<file path="src/hw/ttmc_map.svh">
// constants of the tape transport mode controller
// assumes a 200 MHz pclk and the register layout below
`ifndef TTMC_MAP_SVH
`define TTMC_MAP_SVH
`define TTMC_ADDR_CTRL 12'h000
`define TTMC_ADDR_STAT 12'h004
`define TTMC_ADDR_IRQ_STAT 12'h008
`define TTMC_ADDR_IRQ_MASK 12'h00C
`define TTMC_ADDR_SETUP 12'h010
`define TTMC_CLK_NS 5
`define TTMC_LOCK_MS 2500
`define TTMC_LOCK_CYC (`TTMC_LOCK_MS * 1000000 / `TTMC_CLK_NS)
`define TTMC_DEB_NS 10000
`define TTMC_DEB_CYC (`TTMC_DEB_NS / `TTMC_CLK_NS)
`define TTMC_PAIR_NS 50000
`define TTMC_PAIR_CYC (`TTMC_PAIR_NS / `TTMC_CLK_NS)
`define TTMC_SETUP_RST 4'h6
`define TTMC_CTRL_MASTER_BIT 0
`define TTMC_NCH 4
`endif

</file>
<file path="src/hw/ttmc_pkg.sv">
// types of the tape transport mode controller
// used by the controller top module and the bench
package ttmc_pkg;
  typedef enum logic [2:0] {
    TTMC_STOP = 3'b000,
    TTMC_PLAY = 3'b001,
    TTMC_REC = 3'b010,
    TTMC_FF = 3'b011,
    TTMC_REW = 3'b100,
    TTMC_SPOOL_FF = 3'b101,
    TTMC_SPOOL_REW = 3'b110
  } ttmc_mode_type;
endpackage

</file>
<file path="src/hw/ttmc_ctrl.sv">
// tape transport mode controller with an APB register slave
// assumes buttons are synchronous to pclk and active high
//
// Summary of operation
// - at reset light repro, stop and edit lamps; safe lamps follow unready channels; zero timer.
// - speed selector gives four speeds; chosen speed goes to the servos.
// - unset speed lights inhibit lamp, refuses play and record, mutes audio.
// - during speed inhibit, command the accessory to monitor input.
// - after power-up the inhibit lamp lights for about 2.5 seconds.
// - stop held with arm tension engages reel servos and enters thread.
// - entering thread mode turns the edit lamp off.
// - edit with tape stopped in thread releases servos, leaves thread.
// - stopped in thread, capstan knob moves tape under reel servo control.
// - stop lamp lit while stop is the active mode.
// - play alone selects play; play with record selects record.
// - play during fast forward or rewind goes straight to play.
// - play with fast forward or rewind selects spool that direction.
// - play lamp only in play, record or spool with capstan lock.
// - record starts only on channels in the ready state.
// - rewind lamp on in rewind or rewind spool.
// - fast forward lamp on in fast forward or forward spool.
`timescale 1ns/100ps
`include "ttmc_map.svh"
module ttmc_ctrl
  import ttmc_pkg::*;
#(
  parameter int LOCK_CYC = `TTMC_LOCK_CYC
) (
  input wire logic pclk,
  input wire logic presetn,
  input wire logic psel,
  input wire logic penable,
  input wire logic pwrite,
  input wire logic [11:0] paddr,
  input wire logic [31:0] pwdata,
  output logic [31:0] prdata,
  output logic pready,
  output logic pslverr,
  input wire logic btn_play,
  input wire logic btn_rec,
  input wire logic btn_stop,
  input wire logic btn_ff,
  input wire logic btn_rew,
  input wire logic btn_edit,
  input wire logic [1:0] speed_sel,
  input wire logic arm_tension,
  input wire logic capstan_lock,
  input wire logic io_attached,
  input wire logic [3:0] ch_ready,
  output logic [1:0] servo_speed,
  output logic [2:0] transport_mode,
  output logic reel_servo_en,
  output logic thread_mode,
  output logic [3:0] ch_record,
  output logic [3:0] safe_lamp,
  output logic [3:0] repro_lamp,
  output logic stop_lamp,
  output logic edit_lamp,
  output logic play_lamp,
  output logic ff_lamp,
  output logic rew_lamp,
  output logic speed_inhibit_lamp,
  output logic audio_mute,
  output logic io_monitor_input,
  output logic timer_clear,
  output logic irq
);

  localparam int DEB_CYC = `TTMC_DEB_CYC;
  localparam int PAIR_CYC = `TTMC_PAIR_CYC;

  // debounce: a level must hold DEB_CYC cycles to be accepted
  logic [5:0] btn_raw;
  wire [5:0] btn_deb_r;
  logic [5:0] btn_prev_r;
  logic [5:0] btn_rise;
  assign btn_raw = {btn_edit, btn_rew, btn_ff, btn_stop, btn_rec, btn_play};

  genvar gi;
  generate
    for (gi = 0; gi < 6; gi++) begin : g_deb
      logic [11:0] cnt_r;
      logic deb_r;
      assign btn_deb_r[gi] = deb_r;
      always_ff @(posedge pclk or negedge presetn) begin
        if (!presetn) begin
          cnt_r <= 12'h000;
          deb_r <= 1'b0;
        end else if (btn_raw[gi] == deb_r) begin
          cnt_r <= 12'h000;
        end else if (cnt_r == 12'(DEB_CYC - 1)) begin
          cnt_r <= 12'h000;
          deb_r <= btn_raw[gi];
        end else begin
          cnt_r <= cnt_r + 12'h001;
        end
      end
    end
  endgenerate

  always_ff @(posedge pclk or negedge presetn) begin
    if (!presetn) btn_prev_r <= 6'h00;
    else btn_prev_r <= btn_deb_r;
  end
  assign btn_rise = btn_deb_r & ~btn_prev_r;

  // pairing window: presses seen since first press, decided at its end
  logic [5:0] pend_r;
  logic [13:0] pair_cnt_r;
  logic pair_busy_r;
  logic pair_done;
  logic [5:0] req;
  assign pair_done = pair_busy_r && pair_cnt_r == 14'(PAIR_CYC - 1);
  assign req = pair_done ? (pend_r | btn_rise) : 6'h00;

  always_ff @(posedge pclk or negedge presetn) begin
    if (!presetn) begin
      pend_r <= 6'h00;
      pair_cnt_r <= 14'h0000;
      pair_busy_r <= 1'b0;
    end else if (pair_done) begin
      pend_r <= 6'h00;
      pair_cnt_r <= 14'h0000;
      pair_busy_r <= 1'b0;
    end else if (pair_busy_r || btn_rise != 6'h00) begin
      pend_r <= pend_r | btn_rise;
      pair_busy_r <= 1'b1;
      pair_cnt_r <= pair_cnt_r + 14'h0001;
    end
  end

  wire rq_play = req[0];
  wire rq_rec = req[1];
  wire rq_stop = req[2];
  wire rq_ff = req[3];
  wire rq_rew = req[4];
  wire rq_edit = req[5];

  // registers
  logic master_en_r;
  logic [3:0] setup_r;
  logic [3:0] irq_stat_r;
  logic [3:0] irq_mask_r;
  logic [31:0] lock_cnt_r;
  logic power_lock;
  logic speed_bad;
  logic inhibit;

  // power-up speed_inhibit_lamp timer
  always_ff @(posedge pclk or negedge presetn) begin
    if (!presetn) lock_cnt_r <= 32'h00000000;
    else if (power_lock) lock_cnt_r <= lock_cnt_r + 32'h00000001;
  end
  assign power_lock = lock_cnt_r < 32'(LOCK_CYC);
  assign speed_bad = !setup_r[speed_sel];
  assign inhibit = speed_bad || power_lock;
  assign speed_inhibit_lamp = inhibit;
  assign audio_mute = speed_bad;
  assign io_monitor_input = speed_bad && io_attached;
  assign servo_speed = speed_sel;

  // transport mode
  ttmc_mode_type mode_r, mode_nxt;
  logic thread_r, thread_nxt;
  logic edit_lamp_r, edit_lamp_nxt;
  logic [3:0] rec_r;
  logic [3:0] rec_nxt;
  wire spool_req = rq_play && (rq_ff || rq_rew);
  wire spool_dir_ff = rq_ff;
  wire in_shuttle = mode_r == TTMC_FF || mode_r == TTMC_REW;

  always_comb begin
    mode_nxt = mode_r;
    thread_nxt = thread_r;
    edit_lamp_nxt = edit_lamp_r;
    rec_nxt = rec_r;
    if (btn_deb_r[2] && arm_tension && !thread_r) begin
      thread_nxt = 1'b1;
      edit_lamp_nxt = 1'b0;
    end
    if (rq_stop) begin
      mode_nxt = TTMC_STOP;
      rec_nxt = 4'h0;
    end else if (spool_req) begin
      mode_nxt = spool_dir_ff ? TTMC_SPOOL_FF : TTMC_SPOOL_REW;
    end else if (rq_play && rq_rec && !inhibit) begin
      mode_nxt = TTMC_REC;
      rec_nxt = ch_ready & {4{master_en_r}};
    end else if (rq_play && !inhibit) begin
      mode_nxt = TTMC_PLAY;
    end else if (rq_ff) begin
      mode_nxt = TTMC_FF;
    end else if (rq_rew) begin
      mode_nxt = TTMC_REW;
    end else if (rq_edit && mode_r == TTMC_STOP && thread_r &&
      !(btn_deb_r[2] && arm_tension)) begin
      thread_nxt = 1'b0;
    end
    if (in_shuttle && rq_play && !spool_req && !rq_stop && inhibit) begin
      mode_nxt = mode_r;
    end
  end

  always_ff @(posedge pclk or negedge presetn) begin
    if (!presetn) begin
      mode_r <= TTMC_STOP;
      thread_r <= 1'b0;
      edit_lamp_r <= 1'b1;
      rec_r <= 4'h0;
    end else begin
      mode_r <= mode_nxt;
      thread_r <= thread_nxt;
      edit_lamp_r <= edit_lamp_nxt;
      rec_r <= rec_nxt;
    end
  end

  assign transport_mode = mode_r;
  assign thread_mode = thread_r;
  // servos hold tape in thread so knob motion moves reel to reel
  assign reel_servo_en = thread_r;
  assign ch_record = rec_r;
  assign edit_lamp = edit_lamp_r;
  assign stop_lamp = mode_r == TTMC_STOP;
  assign play_lamp = capstan_lock && (mode_r == TTMC_PLAY ||
    mode_r == TTMC_REC || mode_r == TTMC_SPOOL_FF ||
    mode_r == TTMC_SPOOL_REW);
  assign ff_lamp = mode_r == TTMC_FF || mode_r == TTMC_SPOOL_FF;
  assign rew_lamp = mode_r == TTMC_REW || mode_r == TTMC_SPOOL_REW;
  assign safe_lamp = ~ch_ready;
  assign repro_lamp = {4{1'b1}};

  // timer clear held during reset, dropped on first clock after release
  logic tclr_r;
  always_ff @(posedge pclk or negedge presetn) begin
    if (!presetn) tclr_r <= 1'b1;
    else tclr_r <= 1'b0;
  end
  assign timer_clear = tclr_r;

  // interrupt events: mode change, thread entry, refused play, lock end
  logic [3:0] ev;
  logic plock_prev_r;
  always_ff @(posedge pclk or negedge presetn) begin
    if (!presetn) plock_prev_r <= 1'b1;
    else plock_prev_r <= power_lock;
  end
  assign ev[0] = mode_nxt != mode_r;
  assign ev[1] = thread_nxt && !thread_r;
  assign ev[2] = rq_play && inhibit && !spool_req;
  assign ev[3] = plock_prev_r && !power_lock;

  // apb slave, zero wait states
  logic acc, wr;
  assign acc = psel && penable;
  assign wr = acc && pwrite;
  assign pready = 1'b1;
  wire hit_ctrl = paddr == `TTMC_ADDR_CTRL;
  wire hit_stat = paddr == `TTMC_ADDR_STAT;
  wire hit_istat = paddr == `TTMC_ADDR_IRQ_STAT;
  wire hit_imask = paddr == `TTMC_ADDR_IRQ_MASK;
  wire hit_setup = paddr == `TTMC_ADDR_SETUP;
  wire hit_any = hit_ctrl | hit_stat | hit_istat | hit_imask | hit_setup;
  assign pslverr = acc && !hit_any;
  wire [31:0] stat_word = {16'h0000, rec_r, inhibit, thread_r,
    speed_sel, 5'h00, mode_r};
  wire [31:0] rd_mux = hit_ctrl ? {31'h0, master_en_r} :
    hit_stat ? stat_word :
    hit_istat ? {28'h0, irq_stat_r} :
    hit_imask ? {28'h0, irq_mask_r} :
    hit_setup ? {28'h0, setup_r} : 32'h00000000;

  always_ff @(posedge pclk or negedge presetn) begin
    if (!presetn) begin
      master_en_r <= 1'b1;
      setup_r <= `TTMC_SETUP_RST;
      irq_mask_r <= 4'h0;
      prdata <= 32'h00000000;
    end else begin
      if (wr && hit_ctrl) master_en_r <= pwdata[`TTMC_CTRL_MASTER_BIT];
      if (wr && hit_setup) setup_r <= pwdata[3:0];
      if (wr && hit_imask) irq_mask_r <= pwdata[3:0];
      if (psel && !penable && !pwrite) prdata <= rd_mux;
    end
  end

  // set wins over write-one-to-clear
  always_ff @(posedge pclk or negedge presetn) begin
    if (!presetn) irq_stat_r <= 4'h0;
    else irq_stat_r <= ev |
      (irq_stat_r & ~((wr && hit_istat) ? pwdata[3:0] : 4'h0));
  end
  assign irq = |(irq_stat_r & irq_mask_r);
endmodule // ttmc_ctrl

</file>
<file path="config.mk">
export PLATFORM = sky130hd
export DESIGN_NAME = ttmc_ctrl
export DESIGN_NICKNAME = d
export VERILOG_FILES = /design/src/hw/ttmc_pkg.sv /design/src/hw/ttmc_ctrl.sv
export VERILOG_INCLUDE_DIRS = /design/src /design/src/hw
export SDC_FILE = /design/constraint.sdc
export NUM_CORES = 1
export LEC_CHECK = 0
export ABC_AREA = 0
export BUFFER_PORTS_ARGS = -buffer_cell sky130_fd_sc_hd__buf_4
export CAP_MARGIN = 10
export CORE_MARGIN = 10
export CORE_UTILIZATION = 25
export DETAILED_ROUTE_END_ITERATION = 8
export PLACE_DENSITY = 0.41
export SLEW_MARGIN = 20
export SYNTH_ARGS = -nofsm -noshare
export SYNTH_HDL_FRONTEND = slang
export SYNTH_SLANG_ARGS = --single-unit
</file>
<file path="constraint.sdc">
create_clock -name pclk -period 6.65 [get_ports pclk]
set_input_delay 0.665 -clock pclk [delete_from_list [all_inputs] [get_ports pclk]]
set_output_delay 0.665 -clock pclk [all_outputs]
set_load 0.005 [all_outputs]
</file>
# After elaboration in Yosys (flattened, before gate mapping)
# Cells that the tools add are included.
# W data, S select, Z words.
[classes] add_sub_neg=8 n_reduce_logical=61 mul=0 n_div=0 n_eq_ne=25 mux=46 magnitude_cmp=2 n_shift=0 bitwise=19
[ops] cell="$mux W12" count=12
[ops] cell="$add A12 B1 Y12 const B" count=6
[ops] cell="$eq A12 B11 Y1 const B" count=6
[ops] cell="$add A32 B1 Y32 const B" count=1
[ops] cell="$lt A32 B32 Y1 const B" count=1
[ops] cell="$mux W16" count=2
[ops] cell="$logic_and A1 B1 Y1" count=29
[ops] cell="$mux W14" count=2
[ops] cell="$mux W4" count=7
[ops] cell="$eq A12 B4 Y1 const B" count=2
[ops] cell="$mux W3" count=7
[ops] cell="$mux W6" count=3
[ops] cell="$add A14 B1 Y14 const B" count=1
[ops] cell="$eq A14 B14 Y1 const B" count=1
[ops] cell="$reduce_and A2 Y1" count=7
[ops] cell="$and A4 B4 Y4" count=3
[ops] cell="$eq A12 B3 Y1 const B" count=1
[ops] cell="$eq A12 B5 Y1 const B" count=1
[ops] cell="$logic_not A12 Y1" count=1
[ops] cell="$mux W1" count=11
[ops] cell="$logic_not A1 Y1" count=10
[ops] cell="$eq A3 B3 Y1 const B" count=3
[ops] cell="$logic_or A1 B1 Y1" count=9
[ops] cell="$not A4 Y4" count=2
[ops] cell="other kinds (18)" count=33
[totals] mem_bits_rw=0 rom_bits=0 latchBits=0 input_bits=64 output_inout_bits=63 elab_cells=189 n_memories=0 reg_bits=193

# Logic depth before layout (Yosys ltp)
# Gate-level depths: netlist of run 1.
[depth] depth_word=16 mapped_depth=11

# Worst setup path after synthesis of run 1
# Ideal clock, no wire load.
[synth_path] kind="reg2out" start="register lock_cnt_r[0]" end="output port speed_inhibit_lamp" stages_incl_launch_ff=8 path_buffers=0 arrival_time_ps=1817 t_required_ps=5985 slack_ps=4168 path_cell_list="dfrtp_1 > inv_1 > ha_1 > and3b_1 > o311ai_0 > a2111o_2 > a21oi_1 > inv_1"
[synth_via] elab_chain_cells=2
[synth_lines] item="from (decl)" line_no="ttmc_ctrl.sv:144" source="logic [31:0] lock_cnt_r;"
[synth_lines] item="from (signal assigned)" line_no="ttmc_ctrl.sv:152" source="else if (power_lock) lock_cnt_r <= lock_cnt_r + 32'h00000001;"
[synth_lines] item="$lt A32 B32 Y1" line_no="ttmc_ctrl.sv:154" source="assign power_lock = lock_cnt_r < 32'(LOCK_CYC);"
[synth_lines] item="$logic_or A1 B1 Y1" line_no="ttmc_ctrl.sv:156" source="assign inhibit = speed_bad || power_lock;"
[synth_lines] item="to (decl)" line_no="ttmc_ctrl.sv:62" source="output logic speed_inhibit_lamp,"
# Every way passes these cells.

# Worst setup path in the final report of run 1
# Same ends and word-level chain as after synthesis.

==> results_dict.tcl, run 1 <==
set metrics [dict create \
    postSynthAreaPerCell_um2 10.0 \
    synth_seq_cells 173 \
    intPower_mw 1.61 \
    grt_usage 0.0981 \
    vias_per_cell 4.45 \
    design_area_um2 10000 \
    cts_root_buffer "clkbuf_16" \
    combPwrFrac 0.039 \
    yosysUniqueCellTypes 70 \
    ctsHoldBuffers 0 \
    rows 67 \
    grt_max_degree 101 \
    hold_violations 0 \
    cts.sinks 173 \
    grt_pass1_wl_um 33600 \
    worst_slew_pin_slew_ns 0.956 \
    crit_slowest_cell "a2111o_2" \
    max_freq_mhz 287 \
    die_h_um 204 \
    clkTransAtPathRegs_ns 0.07 \
    h-tree-depth 4 \
    io_buffers 73 \
    avgRoutedWirePerCell_um 14.3 \
    outcome "complete, no violations" \
    required_ns 5.98 \
    io_pins 127 \
    synth_edf_count 0 \
    cts_tree "done" \
    worstPathCellList "inv_1 -> ha_1 -> and3b_1 -> o311ai_0 -> a2111o_2 -> a21oi_1 -> inv_1 -> buf_4" \
    ir_worst_vdd_uv 174 \
    yosysSeqAreaShare 0.511 \
    drive_gt1_frac 0.166 \
    synth_flop_cell "dfrtp_1" \
    synth_cells 849 \
    wl_met3_um 696 \
    drt-total-wl_um 19800 \
    clk_path_buf_depth 2 \
    postPlaceCellArea_um2 9470 \
    path_delay_family "compound AO/OA/AOI/OAI gates" \
    rr_worst_depth 8 \
    seqPwrFrac 0.498 \
    min_period_ns 3.48 \
    p_leak_nw 4.50 \
    finClkSkew_ns 0.0117 \
    start_kind "flip-flop" \
    dieArea_um2 41700 \
    nets 1004 \
    core_area_um2 33500 \
    pwr-share-clk 0.463 \
    ant_nets 0 \
    cts_buffers 17 \
    powerDensity_nw_per_um2 214 \
    hp-class "in -> async" \
    start_util 0.253 \
    drcViolationCount 0 \
    syn_area_um2 8490 \
    top_layer_used "met4" \
    critical_path_class "reg -> out" \
    ys.warnings.count 0 \
    dr.pass1.iters 4 \
    rsz0062_at_grt "no" \
    crit_cells 8 \
    initialDrtViolationCount 317 \
    clk_latency_ns 0.43 \
    antenna_found_initial 0 \
    crit_fanout 7 \
    syn_to_final_growth_pct 18.3 \
    cts_setup_buffers 0 \
    dp_hpwl_um 14000 \
    via_count 6182 \
    max-cap-violations 0 \
    maxSlewHeadroom 0.354 \
    crit_buf_inv 3 \
    fin_tns_setup_ns 0 \
    synthArstFlopShare 1.00 \
    period_share 0.524 \
    gp_congestion 0.767 \
    p_sw_frac 0.250 \
    cp.arrival_ns 2.82 \
    finalPower_mw 2.14 \
    diodes 0 \
    utilization 0.299 \
    end_kind "output pin" \
    drt-met1-wl_um 9710 \
    slowest_delay_ns 0.61 \
    grt_pass1_vias 6374 \
    slew_violations 0 \
    die_w_um 204 \
    overflow 0 \
    path_common_cell "inv_1" \
    cts_resized 0 \
    met2_length_um 9140 \
    p_switching_uw 536 \
    setup_viol 0 \
]
cells in the final DEF, fill, tap and decap left out, types with 26 or more instances in the layout:
cell type  instances
a21oi_1           40
buf_4             80
conb_1            26
dfrtp_1          167
inv_1             31
nand2_1           60
nand3_1           47
nor2_1            95
o21ai_0           46
or3_1             27
xnor2_1           41
xor2_1            37
registers in the layout (all words and copies together) (netlist names), 6 cells and up:
register,count
g_deb.cnt_r,72
lock_cnt_r,32
pair_cnt_r,14
prdata,12
btn_prev_r,6
g_deb.deb_r,6
pend_r,6
kinds of logic (layout without fill, tap and decap cells):
logic type,after synthesis,after routing,share of synthesized area
simple gates,347,347,0.210
mux,16,16,0.0226
compound gates,141,141,0.107
fa+ha+maj,13,13,0.0192
buf+inv,79,146,0.0489
other cells,2,26,0.000885
xor+xnor,78,78,0.0805
flops,173,173,0.511
metrics by stage:
stage | setup slack [ns] | hold slack, ns | std cells
finish | 3.17 | 0.329 | 1388
global route | 2.95 | 0.398 | 1388
CTS | 3.09 | 0.371 | 1388
detailed placement | 3.54 | 0.431 | 1356
global placement | 3.55 | 0.424 | 1356
floorplan | 4.17 | 0.369 | 873
cells in the mapped netlist, types with 5 or more instances:
cell	instances	area (um2)
a21oi_1	40	200
a22o_1	9	78.8
a22oi_1	5	37.5
and2_1	5	31.3
and3_1	22	138
buf_4	29	218
clkbuf_1	12	45.0
dfrtp_1	167	4180
dfstp_2	6	158
ha_1	13	163
inv_1	31	116
mux2_2	15	169
nand2_1	60	225
nand3_1	47	235
nand4_1	19	119
nor2_1	95	357
nor2b_1	9	56.3
nor3_1	21	105
nor4_1	5	31.3
nor4b_1	8	70.1
o21a_1	5	37.5
o21ai_0	46	230
o31ai_1	9	67.6
or2_2	7	43.8
or3_1	27	169
xnor2_1	41	359
xor2_1	37	324
metal layers:
metal	global-route usage	vias up
met5	0	-
li1	-	3079
met2	0.157	92
met3	0.0243	16
met1	0.127	2995
met4	0.0307	0
worst paths after layout:
path | startpoint | end | slack [ns]
worst max-delay path | lock_cnt_r[0] | speed_inhibit_lamp | 3.17
worst max register to register | pair_cnt_r[0] | irq_stat_r[0] | 3.94
min in group pclk | g_deb[0].deb_r | btn_prev_r[0] | 0.44
max in group asynchronous | presetn | g_deb[5].cnt_r[1] | 4.84
worst min register to register | g_deb[0].deb_r | btn_prev_r[0] | 0.44
worst min-delay path | presetn | g_deb[2].cnt_r[7] | 0.33
final cells by class:
class | instances | area [um2]
clock buffer | 19 | 453
clock inverter | 13 | 120
fill | 3537 | 23500
inverter | 33 | 124
multi-input combinational | 621 | 3830
sequential | 173 | 4340
tap | 448 | 561
timing repair buffer | 81 | 614
worst reg2reg max path, delay by kind of cell, from the launching register on:
kind	cells	cell delay [ns]
AOI/OAI and AO/OA	3	0.83
adders and majority gates	1	0.20
DFF	1	0.40
and+or+nand+nor	4	1.21
power groups by stage:
| stage | registers [mW] | logic (mW) | clock network (mW) |
|---|---|---|---|
| CTS | 1.07 | 0.0873 | 1.04 |
| finish | 1.07 | 0.0837 | 0.993 |
| global route | 1.07 | 0.0978 | 1.08 |
| floorplan | 1.09 | 0.0410 | 0 |
| global placement | 1.09 | 0.0871 | 0 |
| detailed placement | 1.09 | 0.0872 | 0 |
Power figures use the tool's default switching activity.
==> run 2, diff against run 1 <==
--- a/config.mk
+++ b/config.mk
@@ -12,7 +12,7 @@
 export CORE_MARGIN = 10
 export CORE_UTILIZATION = 25
 export DETAILED_ROUTE_END_ITERATION = 8
-export PLACE_DENSITY = 0.41
+export PLACE_DENSITY = 0.43
 export SLEW_MARGIN = 20
 export SYNTH_ARGS = -nofsm -noshare
 export SYNTH_HDL_FRONTEND = slang
==> constraint.sdc (replaced) <==
create_clock -name pclk -period 3.14 [get_ports pclk]
set_input_delay 0.314 -clock pclk [delete_from_list [all_inputs] [get_ports pclk]]
set_output_delay 0.314 -clock pclk [all_outputs]
set_load 0.005 [all_outputs]
==> results_dict.tcl, run 2 (synthesized netlist as in run 1, its figures left out) <==
set metrics [dict create \
    critical_path_class "reg -> out" \
    required_ns 2.83 \
    p_sw_frac 0.231 \
    end_kind "output pin" \
    avgRoutedWirePerCell_um 14.2 \
    dp_cells 1363 \
    start_kind "flip-flop" \
    ir_worst_vdd_uv 347 \
    via_count 6292 \
    final_cell_mix "167 x dfrtp_1, 95 x nor2_1, 86 x buf_4, 60 x nand2_1, 47 x nand3_1" \
    hp-class "in -> reg" \
    wl_met3_um 615 \
    setup_viol 0 \
    clkTransAtPathRegs_ns 0.07 \
    initialDrtViolationCount 334 \
    finalWorstSetupSlack_ns 0.155 \
    postPlaceCellArea_um2 9530 \
    met2_length_um 9130 \
    seqPwrFrac 0.478 \
    path_common_cell "inv_1" \
    hold_violations 0 \
    finClkSkew_ns 0.00966 \
    cts.sinks 173 \
    overflow 0 \
    drive_gt1_frac 0.172 \
    reg2reg_from "lock_cnt_r[0]" \
    die_h_um 204 \
    min_period_ns 2.99 \
    fin_tns_setup_ns 0 \
    post-place-ws_ns 0.475 \
    hp-start "speed_sel[0]" \
    reg_top3 "g_deb.cnt_r (72), lock_cnt_r (32), pair_cnt_r (14)" \
    pwr-share-clk 0.483 \
    crit_start "lock_cnt_r[0]" \
    worst_slew_pin_slew_ns 0.905 \
    crit_slowest_cell "a2111o_2" \
    cts_buffers 17 \
    combPwrFrac 0.039 \
    clk_path_buf_depth 2 \
    path_delay_family "compound AO/OA/AOI/OAI gates" \
    start_util 0.253 \
    io_buffers 73 \
    worstSetupEndpoint "speed_inhibit_lamp" \
    dp_hpwl_um 14200 \
    p_switching_mw 1.09 \
    drt-met1-wl_um 9930 \
    largest_reg_flops 72 \
    crit_buf_inv 3 \
    hold_depth 2 \
    period_share 0.951 \
    dieArea_um2 41700 \
    rr_worst_depth 9 \
    h-tree-depth 4 \
    gp_congestion 0.753 \
    intPower_mw 3.63 \
    antenna_found_initial 0 \
    p_leak_nw 4.56 \
    cts_root_buffer "clkbuf_16" \
    layout_commonest_cell "dfrtp_1" \
    crit_fanout 7 \
    outcome "complete, no violations" \
    vias_per_cell 4.51 \
    finalPower_mw 4.73 \
    diodes 0 \
    cts_tree "done" \
    rsz0062_at_grt "no" \
    powerDensity_nw_per_um2 465 \
    top_layer_used "met4" \
    maxSlewHeadroom 0.391 \
    grt_pass1_wl_um 33000 \
    cp.arrival_ns 2.67 \
    max_freq_mhz 335 \
    nets 1012 \
    grt_usage 0.0957 \
    clk_latency_ns 0.43 \
    syn_to_final_growth_pct 19.8 \
    core_area_um2 33500 \
    dr.pass1.iters 4 \
    grt_max_degree 70 \
    crit_cells 8 \
    max-cap-violations 0 \
    ant_nets 0 \
    grt_pass1_vias 6156 \
    reg2reg_to "lock_cnt_r[27]" \
    design_area_um2 10200 \
    slew_violations 0 \
    drt-total-wl_um 19800 \
    regMostFlops "g_deb.cnt_r" \
    die_w_um 204 \
    worstPathCellList "inv_1 -> ha_1 -> and3b_1 -> o311ai_0 -> a2111o_2 -> a21oi_2 -> inv_1 -> buf_4" \
    r2r_slack_ns 0.52 \
    fin_cells 1396 \
    rows 67 \
    slowest_delay_ns 0.62 \
    io_pins 127 \
    drcViolationCount 0 \
]
run 2: changes by cell type in the layout (fill, tap and decap cells not counted), moves of 2 or more:
cell       previous run  this run
clkinv_4              3         1
inv_8                 3         0
buf_4                80        86
bufinv_16             0         3
run 2: power groups by stage:
| stage | sequential, mW | clock [mW] | combinational [mW] |
|---|---|---|---|
| CTS | 2.26 | 2.37 | 0.191 |
| finish | 2.26 | 2.28 | 0.183 |
| floorplan | 2.30 | 0 | 0.0869 |
| global route | 2.26 | 2.45 | 0.215 |
| global placement | 2.30 | 0 | 0.189 |
| detailed placement | 2.30 | 0 | 0.189 |
run 2: layer usage:
metal  vias to the layer above  GRT usage
met1                      3119      0.131
met5                         -          0
met2                        79      0.148
met4                         0     0.0254
met3                         9     0.0216
li1                       3085          -
run 2: area by class of cell:
cell class / instances / area (um2)
inverters: 33 / 124
repair buffers: 89 / 689
flip-flops and latches: 173 / 4340
multi-input cells: 621 / 3830
clock buffers: 19 / 453
fillers: 3561 / 23400
clock inverters: 13 / 175
well taps: 448 / 561
run 2: worst min path at each step:
stage / slack (ns) / end
floorplan: 0.02 / btn_prev_r[0]
global placement: 0.30 / lock_cnt_r[10]
detailed placement: 0.31 / lock_cnt_r[10]
CTS: 0.11 / prdata[8]
global route: 0.12 / prdata[8]
finish: 0.13 / prdata[8]
run 2: per-stage QoR:
stage | hold WS, ns | util
3_5_place_dp | 0.306 | 0.284
2_1_floorplan | 0.0184 | -
4_1_cts | 0.106 | 0.303
3_3_place_gp | 0.304 | 0.284
6_report | 0.126 | 0.303
5_1_grt | 0.118 | 0.303
run 2: worst register-to-register path, stage by stage, from the launching register on:
cell and delay (ns):
dfrtp_1 0.39, inv_1 0.09, ha_1 0.14, and3b_1 0.16, o311ai_0 0.37, a2111o_2 0.34, and3_1 0.39, nand2_1 0.22
nor4_1 0.27, xnor2_1 0.16
run 2: timing repair:
action,4_1_cts,5_1_grt
endpoints found under the hold margin,46,0
gates resized for setup,1,0
buffers inserted,0,0
hold buffers,1,0
endpoints found under the setup margin,1,0
